File: src/pinmux_pkg.sv
// Constants, codes and register map of the line function and I/O port
// Notes on behaviour
// - Line 9 carries receive toggle when bit 9 set
// - Line 8 carries transmit toggle when bit 8 set
// - Line 6 outputs clock when bit 7 set
// - Field 6:5 picks line 7 transceiver enable kind
// - Pin choice bit 4 routes enable to line 7
// - Polarity bit 3 picks enable active level
// - Low mode 000 keeps handshake lines general purpose
// - Codes 001, 010 hand lines to flow control
// - Codes 011, 100 make line 5 transceiver enable
// - Direction bit: 0 input, 1 output, general only
// - Direction ignored on alternate function lines
// - Set write drives general outputs high per bit
// - Clear write drives general outputs low per bit
// - Set and clear skip inputs and alternates
// - State read returns true level of all lines
// - State write drives general outputs to bits
// - Unmasked input change raises event; mask resets 0x100
// - Mask covers inputs on alternate functions too
// - Masked lines still report their level
// - Enable held programmed bit times after transmit
package pinmux_pkg;

  localparam int LINE_W = 10;
  localparam int REG_W  = 16;
  localparam int ADDR_W = 8;
  localparam int TURN_W = 4;

  // Register offsets as printed
  localparam logic [ADDR_W-1:0] OFS_TURNAROUND = 8'h0B;
  localparam logic [ADDR_W-1:0] OFS_FUNC       = 8'h0C;
  localparam logic [ADDR_W-1:0] OFS_DIRECTION  = 8'h0D;
  localparam logic [ADDR_W-1:0] OFS_SET        = 8'h0E;
  localparam logic [ADDR_W-1:0] OFS_CLEAR      = 8'h0F;
  localparam logic [ADDR_W-1:0] OFS_LEVEL      = 8'h10;
  localparam logic [ADDR_W-1:0] OFS_MASK       = 8'h11;

  // Values after reset
  localparam logic [LINE_W-1:0] FUNC_RST       = 10'h300;
  localparam logic [LINE_W-1:0] DIR_RST        = 10'h000;
  localparam logic [LINE_W-1:0] LEVEL_RST      = 10'h000;
  localparam logic [LINE_W-1:0] MASK_RST       = 10'h100;
  localparam logic [TURN_W-1:0] TURNAROUND_RST = 4'h0;

  // Fields of the function select register
  localparam int FS_RX_TOGGLE = 9;
  localparam int FS_TX_TOGGLE = 8;
  localparam int FS_CLK_EN    = 7;
  localparam int FS_SEL7_HI   = 6;
  localparam int FS_SEL7_LO   = 5;
  localparam int FS_PIN_SEL   = 4;
  localparam int FS_POLARITY  = 3;
  localparam int FS_LMODE_HI  = 2;
  localparam int FS_LMODE_LO  = 0;

  // Line numbers of the alternate functions
  localparam int LN_RX_TOGGLE = 9;
  localparam int LN_TX_TOGGLE = 8;
  localparam int LN_XCVR7     = 7;
  localparam int LN_CLOCK     = 6;
  localparam int LN_REQUEST   = 5;
  localparam int LN_CLEAR_IN  = 4;
  localparam int LN_READY_IN  = 3;
  localparam int LN_TERMINAL  = 2;

  // Line 7 transceiver select codes
  localparam logic [1:0] XE_GPIO     = 2'h0;
  localparam logic [1:0] XE_TRANSMIT = 2'h1;
  localparam logic [1:0] XE_MATCH    = 2'h2;

  // Low mode codes
  localparam logic [2:0] LM_GPIO     = 3'h0;
  localparam logic [2:0] LM_RTS_CTS  = 3'h1;
  localparam logic [2:0] LM_DTR_DSR  = 3'h2;
  localparam logic [2:0] LM_XCVR_TX  = 3'h3;
  localparam logic [2:0] LM_XCVR_ADR = 3'h4;

  // Transceiver enable sequencer states
  typedef enum logic [2:0] {
    XS_IDLE = 3'h1,
    XS_ON   = 3'h2,
    XS_HOLD = 3'h4
  } xcvr_state_t;

endpackage

File: src/xcvr_if.sv
// Connection between the port and one transceiver enable sequencer
`timescale 1ns/1ps
interface xcvr_if;
  import pinmux_pkg::*;
  logic              sel_match;
  logic [TURN_W-1:0] delay;
  logic              polarity;
  logic              tx_active;
  logic              addr_match;
  logic              bit_tick;
  logic              drive;

  modport ctrl (output sel_match, delay, polarity, tx_active, addr_match,
                output bit_tick, input drive);
  modport gen  (input sel_match, delay, polarity, tx_active, addr_match,
                input bit_tick, output drive);
endinterface

File: src/xcvr_enable_gen.sv
// Transceiver enable sequencer with turnaround hold
`timescale 1ns/1ps
module xcvr_enable_gen
  import pinmux_pkg::*;
#(
  parameter int DELAY_W = TURN_W
) (
  input  wire logic i_core_clk,
  input  wire logic i_rst_n,
  xcvr_if.gen       g
);

  if (DELAY_W != TURN_W) begin : g_bad_width
    $error("xcvr_enable_gen: DELAY_W must equal the delay field width");
  end

  xcvr_state_t       state_r;
  xcvr_state_t       state_nxt;
  logic [TURN_W-1:0] cnt_r;
  logic              act;
  logic              drive_r;

  // Enable source chosen by mode
  assign act = g.sel_match ? g.addr_match : g.tx_active;

  // Next state; hold counts bit ticks after the source drops
  always_comb begin
    state_nxt = state_r;
    case (state_r)
      XS_IDLE: begin
        if (act) state_nxt = XS_ON;
      end
      XS_ON: begin
        if (!act) begin
          state_nxt = (g.delay == '0) ? XS_IDLE : XS_HOLD;
        end
      end
      XS_HOLD: begin
        if (act) state_nxt = XS_ON;
        else if (g.bit_tick && cnt_r == 4'h1) state_nxt = XS_IDLE;
      end
      default: state_nxt = XS_IDLE;
    endcase
  end

  // State register
  always_ff @(posedge i_core_clk) begin
    if (!i_rst_n) state_r <= XS_IDLE;
    else          state_r <= state_nxt;
  end

  // Bit time counter, loaded at the drop of the source
  always_ff @(posedge i_core_clk) begin
    if (!i_rst_n) begin
      cnt_r <= '0;
    end else if (state_r == XS_ON && !act) begin
      cnt_r <= g.delay;
    end else if (state_r == XS_HOLD && g.bit_tick && cnt_r != '0) begin
      cnt_r <= cnt_r - 4'h1;
    end
  end

  // Output level after polarity; idle level is the inactive one
  always_ff @(posedge i_core_clk) begin
    if (!i_rst_n) drive_r <= 1'b1;
    else          drive_r <= (state_nxt != XS_IDLE) ~^ g.polarity;
  end

  assign g.drive = drive_r;

  en_follows_a :
    assert property (@(posedge i_core_clk) disable iff (!i_rst_n)
      act |=> (drive_r == $past(g.polarity)))
    else $error("enable not asserted while source active");

  hold_keeps_a :
    assert property (@(posedge i_core_clk) disable iff (!i_rst_n)
      (state_r == XS_HOLD && cnt_r > 4'h1 && !act) |=> state_r == XS_HOLD)
    else $error("turnaround hold ended early");

  zero_delay_a :
    assert property (@(posedge i_core_clk) disable iff (!i_rst_n)
      (state_r == XS_ON && !act && g.delay == 4'h0) |=> state_r == XS_IDLE)
    else $error("zero delay did not release enable");

endmodule // xcvr_enable_gen

File: src/uart_pin_function_io_port.sv
// Line function multiplexer and general purpose port of one channel
`timescale 1ns/1ps
module uart_pin_function_io_port
  import pinmux_pkg::*;
(
  input  wire logic                          i_core_clk,
  input  wire logic                          i_rst_n,
  input  wire logic                          i_reg_wr,
  input  wire logic                          i_reg_rd,
  input  wire logic [pinmux_pkg::ADDR_W-1:0] i_reg_addr,
  input  wire logic [pinmux_pkg::REG_W-1:0]  i_reg_wdata,
  output logic      [pinmux_pkg::REG_W-1:0]  o_reg_rdata,
  output logic                               o_reg_rvalid,
  input  wire logic [pinmux_pkg::LINE_W-1:0] i_line_in,
  output logic      [pinmux_pkg::LINE_W-1:0] o_line_out,
  output logic      [pinmux_pkg::LINE_W-1:0] o_line_oe,
  input  wire logic                          i_rx_toggle,
  input  wire logic                          i_tx_toggle,
  input  wire logic                          i_clk_out,
  input  wire logic                          i_flow_request,
  input  wire logic                          i_flow_terminal,
  input  wire logic                          i_uart_tx_active,
  input  wire logic                          i_addr_match,
  input  wire logic                          i_bit_tick,
  output logic                               o_clear_level,
  output logic                               o_ready_level,
  output logic                               o_change_event,
  output logic      [pinmux_pkg::LINE_W-1:0] o_change_lines
);
  import pinmux_pkg::*;

  logic [LINE_W-1:0] func_r;
  logic [LINE_W-1:0] dir_r;
  logic [LINE_W-1:0] gpio_r;
  logic [LINE_W-1:0] mask_r;
  logic [TURN_W-1:0] turn_r;
  logic [LINE_W-1:0] sync1_r;
  logic [LINE_W-1:0] sync2_r;
  logic [LINE_W-1:0] level_r;
  logic              armed_r;
  logic [1:0]        arm_sh_r;
  logic [LINE_W-1:0] alt_mask;
  logic [LINE_W-1:0] alt_oe;
  logic [LINE_W-1:0] alt_val;
  logic [LINE_W-1:0] gp_out;
  logic [LINE_W-1:0] change_nxt;
  logic [LINE_W-1:0] wbits;
  logic [1:0]        sel7;
  logic [2:0]        lmode;
  logic              wr_func;
  logic              wr_dir;
  logic              wr_set;
  logic              wr_clear;
  logic              wr_level;
  logic              wr_mask;
  logic              wr_turn;
  logic              line7_xcvr;

  xcvr_if x5 ();
  xcvr_if x7 ();

  // Field views and write decode
  assign sel7     = func_r[FS_SEL7_HI:FS_SEL7_LO];
  assign lmode    = func_r[FS_LMODE_HI:FS_LMODE_LO];
  assign wbits    = i_reg_wdata[LINE_W-1:0];
  assign wr_func  = i_reg_wr && (i_reg_addr == OFS_FUNC);
  assign wr_dir   = i_reg_wr && (i_reg_addr == OFS_DIRECTION);
  assign wr_set   = i_reg_wr && (i_reg_addr == OFS_SET);
  assign wr_clear = i_reg_wr && (i_reg_addr == OFS_CLEAR);
  assign wr_level = i_reg_wr && (i_reg_addr == OFS_LEVEL);
  assign wr_mask  = i_reg_wr && (i_reg_addr == OFS_MASK);
  assign wr_turn  = i_reg_wr && (i_reg_addr == OFS_TURNAROUND);

  // Reserved code 11 falls back to general purpose rather than glitching
  assign line7_xcvr = func_r[FS_PIN_SEL] &&
                      (sel7 == XE_TRANSMIT || sel7 == XE_MATCH);

  // Sequencers for the two possible transceiver enable lines
  assign x5.sel_match  = (lmode == LM_XCVR_ADR);
  assign x5.delay      = turn_r;
  assign x5.polarity   = func_r[FS_POLARITY];
  assign x5.tx_active  = i_uart_tx_active;
  assign x5.addr_match = i_addr_match;
  assign x5.bit_tick   = i_bit_tick;
  assign x7.sel_match  = (sel7 == XE_MATCH);
  assign x7.delay      = turn_r;
  assign x7.polarity   = func_r[FS_POLARITY];
  assign x7.tx_active  = i_uart_tx_active;
  assign x7.addr_match = i_addr_match;
  assign x7.bit_tick   = i_bit_tick;

  xcvr_enable_gen #(
    .DELAY_W (TURN_W)
  ) u_xcvr5 (
    .i_core_clk (i_core_clk),
    .i_rst_n    (i_rst_n),
    .g          (x5.gen)
  );

  xcvr_enable_gen #(
    .DELAY_W (TURN_W)
  ) u_xcvr7 (
    .i_core_clk (i_core_clk),
    .i_rst_n    (i_rst_n),
    .g          (x7.gen)
  );

  // Alternate function routing per line
  always_comb begin
    alt_mask = '0;
    alt_oe   = '0;
    alt_val  = '0;
    if (func_r[FS_RX_TOGGLE]) begin
      alt_mask[LN_RX_TOGGLE] = 1'b1;
      alt_oe[LN_RX_TOGGLE]   = 1'b1;
      alt_val[LN_RX_TOGGLE]  = i_rx_toggle;
    end
    if (func_r[FS_TX_TOGGLE]) begin
      alt_mask[LN_TX_TOGGLE] = 1'b1;
      alt_oe[LN_TX_TOGGLE]   = 1'b1;
      alt_val[LN_TX_TOGGLE]  = i_tx_toggle;
    end
    if (func_r[FS_CLK_EN]) begin
      alt_mask[LN_CLOCK] = 1'b1;
      alt_oe[LN_CLOCK]   = 1'b1;
      alt_val[LN_CLOCK]  = i_clk_out;
    end
    if (line7_xcvr) begin
      alt_mask[LN_XCVR7] = 1'b1;
      alt_oe[LN_XCVR7]   = 1'b1;
      alt_val[LN_XCVR7]  = x7.drive;
    end
    // Line 5 always follows the low mode; reserved codes stay general
    case (lmode)
      LM_RTS_CTS: begin
        alt_mask[LN_REQUEST]  = 1'b1;
        alt_mask[LN_CLEAR_IN] = 1'b1;
        alt_oe[LN_REQUEST]    = 1'b1;
        alt_val[LN_REQUEST]   = i_flow_request;
      end
      LM_DTR_DSR: begin
        alt_mask[LN_TERMINAL] = 1'b1;
        alt_mask[LN_READY_IN] = 1'b1;
        alt_oe[LN_TERMINAL]   = 1'b1;
        alt_val[LN_TERMINAL]  = i_flow_terminal;
      end
      LM_XCVR_TX, LM_XCVR_ADR: begin
        alt_mask[LN_REQUEST] = 1'b1;
        alt_oe[LN_REQUEST]   = 1'b1;
        alt_val[LN_REQUEST]  = x5.drive;
      end
      default: begin
        alt_mask[LN_REQUEST] = 1'b0;
      end
    endcase
  end

  // General purpose outputs: direction counts only off alternates
  assign gp_out = ~alt_mask & dir_r;

  // Configuration registers; reserved upper bits are not stored
  always_ff @(posedge i_core_clk) begin
    if (!i_rst_n) begin
      func_r <= FUNC_RST;
      dir_r  <= DIR_RST;
      mask_r <= MASK_RST;
      turn_r <= TURNAROUND_RST;
    end else begin
      if (wr_func) func_r <= wbits;
      if (wr_dir)  dir_r  <= wbits;
      if (wr_mask) mask_r <= wbits;
      if (wr_turn) turn_r <= i_reg_wdata[TURN_W-1:0];
    end
  end

  // Output latch; only general purpose output bits may change
  always_ff @(posedge i_core_clk) begin
    if (!i_rst_n) begin
      gpio_r <= LEVEL_RST;
    end else if (wr_set) begin
      gpio_r <= gpio_r | (wbits & gp_out);
    end else if (wr_clear) begin
      gpio_r <= gpio_r & ~(wbits & gp_out);
    end else if (wr_level) begin
      gpio_r <= (gpio_r & ~gp_out) | (wbits & gp_out);
    end
  end

  // Pin drivers registered so outputs come straight from flops
  always_ff @(posedge i_core_clk) begin
    if (!i_rst_n) begin
      o_line_out <= '0;
      o_line_oe  <= '0;
    end else begin
      o_line_out <= (alt_val & alt_oe) | (gpio_r & gp_out);
      o_line_oe  <= alt_oe | gp_out;
    end
  end

  // Two stage synchroniser; first stage feeds only the second
  always_ff @(posedge i_core_clk) begin
    if (!i_rst_n) begin
      sync1_r <= '0;
      sync2_r <= '0;
    end else begin
      sync1_r <= i_line_in;
      sync2_r <= sync1_r;
    end
  end

  // Previous sample; armed only once both compared samples are real,
  // else a pad idling high would look like a rise after reset
  always_ff @(posedge i_core_clk) begin
    if (!i_rst_n) begin
      level_r  <= '0;
      arm_sh_r <= '0;
      armed_r  <= 1'b0;
    end else begin
      level_r  <= sync2_r;
      arm_sh_r <= {arm_sh_r[0], 1'b1};
      armed_r  <= arm_sh_r[1];
    end
  end

  // Any line not driven counts as input, alternate or not
  assign change_nxt = armed_r ?
    ((sync2_r ^ level_r) & ~o_line_oe & ~mask_r) : '0;

  // Change notification toward the packet builder
  always_ff @(posedge i_core_clk) begin
    if (!i_rst_n) begin
      o_change_event <= 1'b0;
      o_change_lines <= '0;
    end else begin
      o_change_event <= |change_nxt;
      o_change_lines <= change_nxt;
    end
  end

  // Flow control inputs handed to the engines
  always_ff @(posedge i_core_clk) begin
    if (!i_rst_n) begin
      o_clear_level <= 1'b0;
      o_ready_level <= 1'b0;
    end else begin
      o_clear_level <= sync2_r[LN_CLEAR_IN];
      o_ready_level <= sync2_r[LN_READY_IN];
    end
  end

  // Read port; write-only and unmapped offsets read zero
  always_ff @(posedge i_core_clk) begin
    if (!i_rst_n) begin
      o_reg_rdata  <= '0;
      o_reg_rvalid <= 1'b0;
    end else begin
      o_reg_rvalid <= i_reg_rd;
      if (i_reg_rd) begin
        case (i_reg_addr)
          OFS_FUNC:       o_reg_rdata <= {6'h00, func_r};
          OFS_DIRECTION:  o_reg_rdata <= {6'h00, dir_r};
          OFS_LEVEL:      o_reg_rdata <= {6'h00, sync2_r};
          OFS_MASK:       o_reg_rdata <= {6'h00, mask_r};
          OFS_TURNAROUND: o_reg_rdata <= {12'h000, turn_r};
          default:        o_reg_rdata <= '0;
        endcase
      end
    end
  end

  rx_toggle_a :
    assert property (@(posedge i_core_clk) disable iff (!i_rst_n)
      func_r[FS_RX_TOGGLE] |=> o_line_oe[LN_RX_TOGGLE] &&
        o_line_out[LN_RX_TOGGLE] == $past(i_rx_toggle))
    else $error("line 9 not carrying receive toggle");

  tx_toggle_a :
    assert property (@(posedge i_core_clk) disable iff (!i_rst_n)
      func_r[FS_TX_TOGGLE] |=> o_line_oe[LN_TX_TOGGLE] &&
        o_line_out[LN_TX_TOGGLE] == $past(i_tx_toggle))
    else $error("line 8 not carrying transmit toggle");

  clock_out_a :
    assert property (@(posedge i_core_clk) disable iff (!i_rst_n)
      func_r[FS_CLK_EN] |=> o_line_out[LN_CLOCK] == $past(i_clk_out))
    else $error("line 6 not carrying clock");

  line7_gpio_a :
    assert property (@(posedge i_core_clk) disable iff (!i_rst_n)
      (!func_r[FS_PIN_SEL] && !dir_r[LN_XCVR7]) |=> !o_line_oe[LN_XCVR7])
    else $error("line 7 driven while general input");

  line5_xcvr_a :
    assert property (@(posedge i_core_clk) disable iff (!i_rst_n)
      (lmode == LM_XCVR_TX) |=> o_line_out[LN_REQUEST] == $past(x5.drive))
    else $error("line 5 not carrying transceiver enable");

  gp_direction_a :
    assert property (@(posedge i_core_clk) disable iff (!i_rst_n)
      1'b1 |=> ((o_line_oe & $past(gp_out)) == $past(gp_out)))
    else $error("general output line not enabled");

  set_write_a :
    assert property (@(posedge i_core_clk) disable iff (!i_rst_n)
      wr_set |=> ((gpio_r & $past(wbits & gp_out)) == $past(wbits & gp_out)))
    else $error("set write did not raise line");

  clear_write_a :
    assert property (@(posedge i_core_clk) disable iff (!i_rst_n)
      wr_clear |=> ((gpio_r & $past(wbits & gp_out)) == '0))
    else $error("clear write did not lower line");

  protect_alt_a :
    assert property (@(posedge i_core_clk) disable iff (!i_rst_n)
      (wr_set || wr_clear || wr_level) |=>
        (((gpio_r ^ $past(gpio_r)) & ~$past(gp_out)) == '0))
    else $error("write changed non general output");

  masked_quiet_a :
    assert property (@(posedge i_core_clk) disable iff (!i_rst_n)
      o_change_event |-> ((o_change_lines & $past(mask_r)) == '0))
    else $error("masked line raised change event");

  change_seen_a :
    assert property (@(posedge i_core_clk) disable iff (!i_rst_n)
      (armed_r && ((sync2_r ^ level_r) & ~o_line_oe & ~mask_r) != '0)
        |=> o_change_event)
    else $error("unmasked change not reported");

  line7_xcvr_a :
    assert property (@(posedge i_core_clk) disable iff (!i_rst_n)
      line7_xcvr |=> o_line_oe[LN_XCVR7] &&
        o_line_out[LN_XCVR7] == $past(x7.drive))
    else $error("line 7 not carrying transceiver enable");

  dtr_route_a :
    assert property (@(posedge i_core_clk) disable iff (!i_rst_n)
      (lmode == LM_DTR_DSR) |=> o_line_oe[LN_TERMINAL] &&
        o_line_out[LN_TERMINAL] == $past(i_flow_terminal))
    else $error("line 2 not carrying terminal ready");

  level_write_a :
    assert property (@(posedge i_core_clk) disable iff (!i_rst_n)
      wr_level |=>
        ((gpio_r & $past(gp_out)) == $past(wbits & gp_out)))
    else $error("state write did not set general outputs");

  level_read_a :
    assert property (@(posedge i_core_clk) disable iff (!i_rst_n)
      (i_reg_rd && i_reg_addr == OFS_LEVEL) |=>
        (o_reg_rdata == {6'h00, $past(sync2_r)}))
    else $error("state read not returning line levels");

endmodule // uart_pin_function_io_port

File: config.mk
export PLATFORM = sky130hd
export DESIGN_NAME = uart_pin_function_io_port
export DESIGN_NICKNAME = d
export VERILOG_FILES = /design/src/pinmux_pkg.sv /design/src/xcvr_if.sv /design/src/xcvr_enable_gen.sv /design/src/uart_pin_function_io_port.sv
export SDC_FILE = /design/constraint.sdc
export NUM_CORES = 1
export LEC_CHECK = 0
export BUFFER_PORTS_ARGS = -buffer_cell sky130_fd_sc_hd__buf_2
export CORE_ASPECT_RATIO = 1.2
export CORE_MARGIN = 4
export CORE_UTILIZATION = 60
export DETAILED_ROUTE_END_ITERATION = 16
export PLACE_DENSITY_LB_ADDON = 0.05
export SYNTH_ARGS = -nofsm -noshare
export SYNTH_HDL_FRONTEND = slang
export SYNTH_SLANG_ARGS = --single-unit
File: constraint.sdc
create_clock -name i_core_clk -period 4.23 [get_ports i_core_clk]
set_input_delay 0.2115 -clock i_core_clk [delete_from_list [all_inputs] [get_ports i_core_clk]]
set_output_delay 0.2115 -clock i_core_clk [all_outputs]
set_load 0.005 [all_outputs]
==> out/qor.yml <==
power:
  max-vdd-ir-drop_v: 0.000349
  power.leakage_nw: 2.71
  design_power_total_w: 0.00286
  power.density_nw_per_um2: 426
clock_tree:
  clk_path_buf_depth: 2
  clkSlewWorstSetupHoldPaths_ps: 60
  worst_skew_pair.late_latency_ps: 540
  tritoncts: "yes"
  cts.sink_count: 135
  clock-root-buffer: "clkbuf_8"
  numCtsBuffers: 17
  post_cts_setup_repair_bufs: 0
  cts-htree-levels: 4
logic_synthesis:
  syn_inst: 615
  synth_top_cell_area_share_pct: 49.5
  async_flop_share_pct: 0
  synth.yosys.seq_area_share_pct: 49.5
  ys_seq_elements: 135
  yosys.area.top_type: "dfxtp_1"
  mappedNetlistArea_um2: 5470
  synthesis.area_per_instance_um2: 8.89
  warning_count_from_the_yosys_run: 0
  synth.lib_cells_used.distinct: 63
  netlist_top_cells_area: "dfxtp_1 49%, nand2_1 5.6%, nor2_1 5.3%"
  synth_enable_flop_cells: 0
  ys.flop_type: "dfxtp_1"
final_layout:
  multi_input_area_um2: 2570
  layout.nets: 767
  seq_area_um2: 2700
  finalInstanceArea_um2: 6710
  proportion_of_layout_cells_with_a_drive_suffix_above_1_pct: 18.1
  fill_cells: 600
  insertedDiodeCount: 0
  area.growth.synth_to_final_pct: 22.8
timing:
  totalNegativeSetupSlack_ps: 0
  fmax_mhz: 466
  final-hold-violation-count: 0
  final_max_slew_viols: 0
  setup_viol: 0
  slew_headroom_pct: 45.4
  fin_crit_sh_pct: 50.8
  tightestPinTransition_ps: 811
  grt_setup_unrepaired: "no"
  post-route-min-period_ps: 2150
  finalClockSkew_ps: 8.58
placement:
  gpl.final_weighted_congestion: 0.899
  dp_hpwl_mm: 9.96
  port-buffer-count: 83
  place_area_um2: 5890
grt:
  remaining_overflow_grt: 0
  grt_use_total_pct: 29.0
  via_count_of_the_first_global_routing_pass: 4795
  grt_antenna_before_repair: 0
  grt_pass1_wl_mm: 23.8
  grt_start_max_net_pins: 63
worst_setup_path:
  critPathLaunchType: "flip-flop"
  worst_ep_required_time_ps: 4700
  worst-setup-path-type: "reg -> reg"
  crit_arrival_ps: 2610
  worstPathMaxFanout: 6
  critPathCaptureType: "flip-flop"
floorplanning:
  io_pins: 96
  placeableCoreArea_um2: 8750
  std_cell_rows: 37
  die_height_um: 113
  die_area_um2: 10700
  initial_core_util_pct: 62.5
  dieWidth_um: 95.1
run:
  max_capacitance_violation_count: 0
hold_path:
  holdCritPathClass: "in -> reg"
run_status:
  status: "complete, no violations"
routing:
  post_drt_wl_per_cell_um: 17.4
  detail-route-antenna-nets: 0
  drt_wl_total_mm: 14.7
  route.detailed.vias_per_inst: 5.66
  drt_first_iter_violations: 390
  detail_route.first_pass.iterations: 5
  drcViolationCount: 0
  num_vias: 4790
state kept, by name, summed over array words and instances, names as in the netlist, 2 cells and up, named ones only:
register,cells
u_xcvr5.cnt_r,4
o_reg_rdata,10
u_xcvr7.state_r,3
u_xcvr7.cnt_r,4
level_r,10
turn_r,4
arm_sh_r,2
o_line_out,10
sync1_r,10
u_xcvr5.state_r,3
func_r,10
dir_r,10
mask_r,10
sync2_r,10
o_change_lines,10
o_line_oe,10
layout make-up:
class | count | area share, %
sequential | 135 | 40.3
multi-input combinational | 440 | 38.3
timing repair buffer | 110 | 10.1
clock buffer | 18 | 6.38
tap | 117 | 2.18
clock inverter | 14 | 2.07
inverter | 12 | 0.671
power breakdown:
| part | leakage [nW] | internal (W) | switching [W] |
|---|---|---|---|
| combinational | 1.35 | 0.0000643 | 0.0000785 |
| clock | 0.266 | 0.000809 | 0.000593 |
| sequential | 1.10 | 0.00130 | 0.0000172 |
| total | 2.71 | 0.00217 | 0.000688 |
logic make-up (layout without fill, tap and decap cells):
family | count (synthesis) | count (layout) | share of synthesized area (%)
muxes | 19 | 19 | 3.59
xor gates and xnor gates | 15 | 15 | 2.40
and+or+nand+nor | 277 | 277 | 25.1
buffers and inverters | 45 | 154 | 3.87
adders and majority gates | 5 | 5 | 1.14
other | 1 | 6 | 0.0686
DFF | 135 | 135 | 49.5
AOI/OAI and AO/OA | 118 | 118 | 14.4
per-layer routing:
layer	global-route usage, %	vias up	share of wire, %
li1	-	2334	-
met1	33.8	2265	40
met2	50.1	163	51
met3	6.84	28	5.4
met4	12.0	0	3.0
met5	0	-	0
final timing paths:
check	slack (ps)	cells after the start	end	startpoint
setup / recovery	2080	7	u_xcvr7.g.drive$_SDFF_PN1_	func_r[5]$_SDFFE_PN0P_
setup reg to reg	2080	7	u_xcvr7.g.drive$_SDFF_PN1_	func_r[5]$_SDFFE_PN0P_
hold / removal	90	3	u_xcvr5.state_r[2]$_SDFF_PN0_	i_uart_tx_active
hold reg to reg	430	1	sync2_r[3]$_SDFF_PN0_	sync1_r[3]$_SDFF_PN0_
synth_stat cells, drive strengths merged, types with 2 or more instances:
cell type and instances:
inv 12, nor2 77, o31ai 3, o21ai 21, buf 13, ha 5
nand2 81, a41oi 3, a211oi 4, o311ai 4, nand2b 6, nand4 3
and2 41, xnor2 7, nor2b 6, a31oi 2, nor4b 4, nor3b 5
o22ai 4, xor2 8, or3b 4, a221o 4, nor4 3, a221oi 3
nor3 10, mux2 5, o211ai 3, dfxtp 135, nand3 22, clkbuf 20
a21oi 38, or4 2, a22oi 18, and3 5, mux2i 14, or4b 2
a21o 2
metrics by stage:
| stage | instances | setup slack, ps | hold slack (ps) | utilization [%] |
|---|---|---|---|---|
| after global routing | 846 | 1970 | 103 | 76.7 |
| after CTS | 846 | 2050 | 77.4 | 76.7 |
| after detailed placement | 789 | 2030 | 420 | 67.4 |
| after global placement | 789 | 2140 | 413 | 67.4 |
| after floorplan | 620 | 2400 | 239 | - |
| final | 846 | 2080 | 94.7 | 76.7 |
worst max-delay path, stage by stage, from the launching register on:
cell     delay (ps)
dfxtp_1         310
inv_1            70
ha_1            220
mux2i_1         590
a41oi_1         200
a211o_1         340
nand2_1         150
mux2i_1         190
cell usage in the layout (no fill, tap or decap), types with 8 or more instances in the layout:
cell / count
xor2_1: 8
a22oi_1: 18
dlygate4sd3_1: 25
mux2i_1: 14
a21oi_1: 38
buf_2: 83
o21ai_1: 12
inv_1: 11
and2_1: 41
nand3_1: 22
clkbuf_16: 16
dfxtp_1: 135
nor2_1: 77
o21ai_0: 9
nand2_1: 81
what timing repair did:
item,4_1_cts,5_1_grt
hold buffers,25,0
gates resized for setup,0,0
hold endpoints to repair,53,0
(Power assumes the default switching activity.)
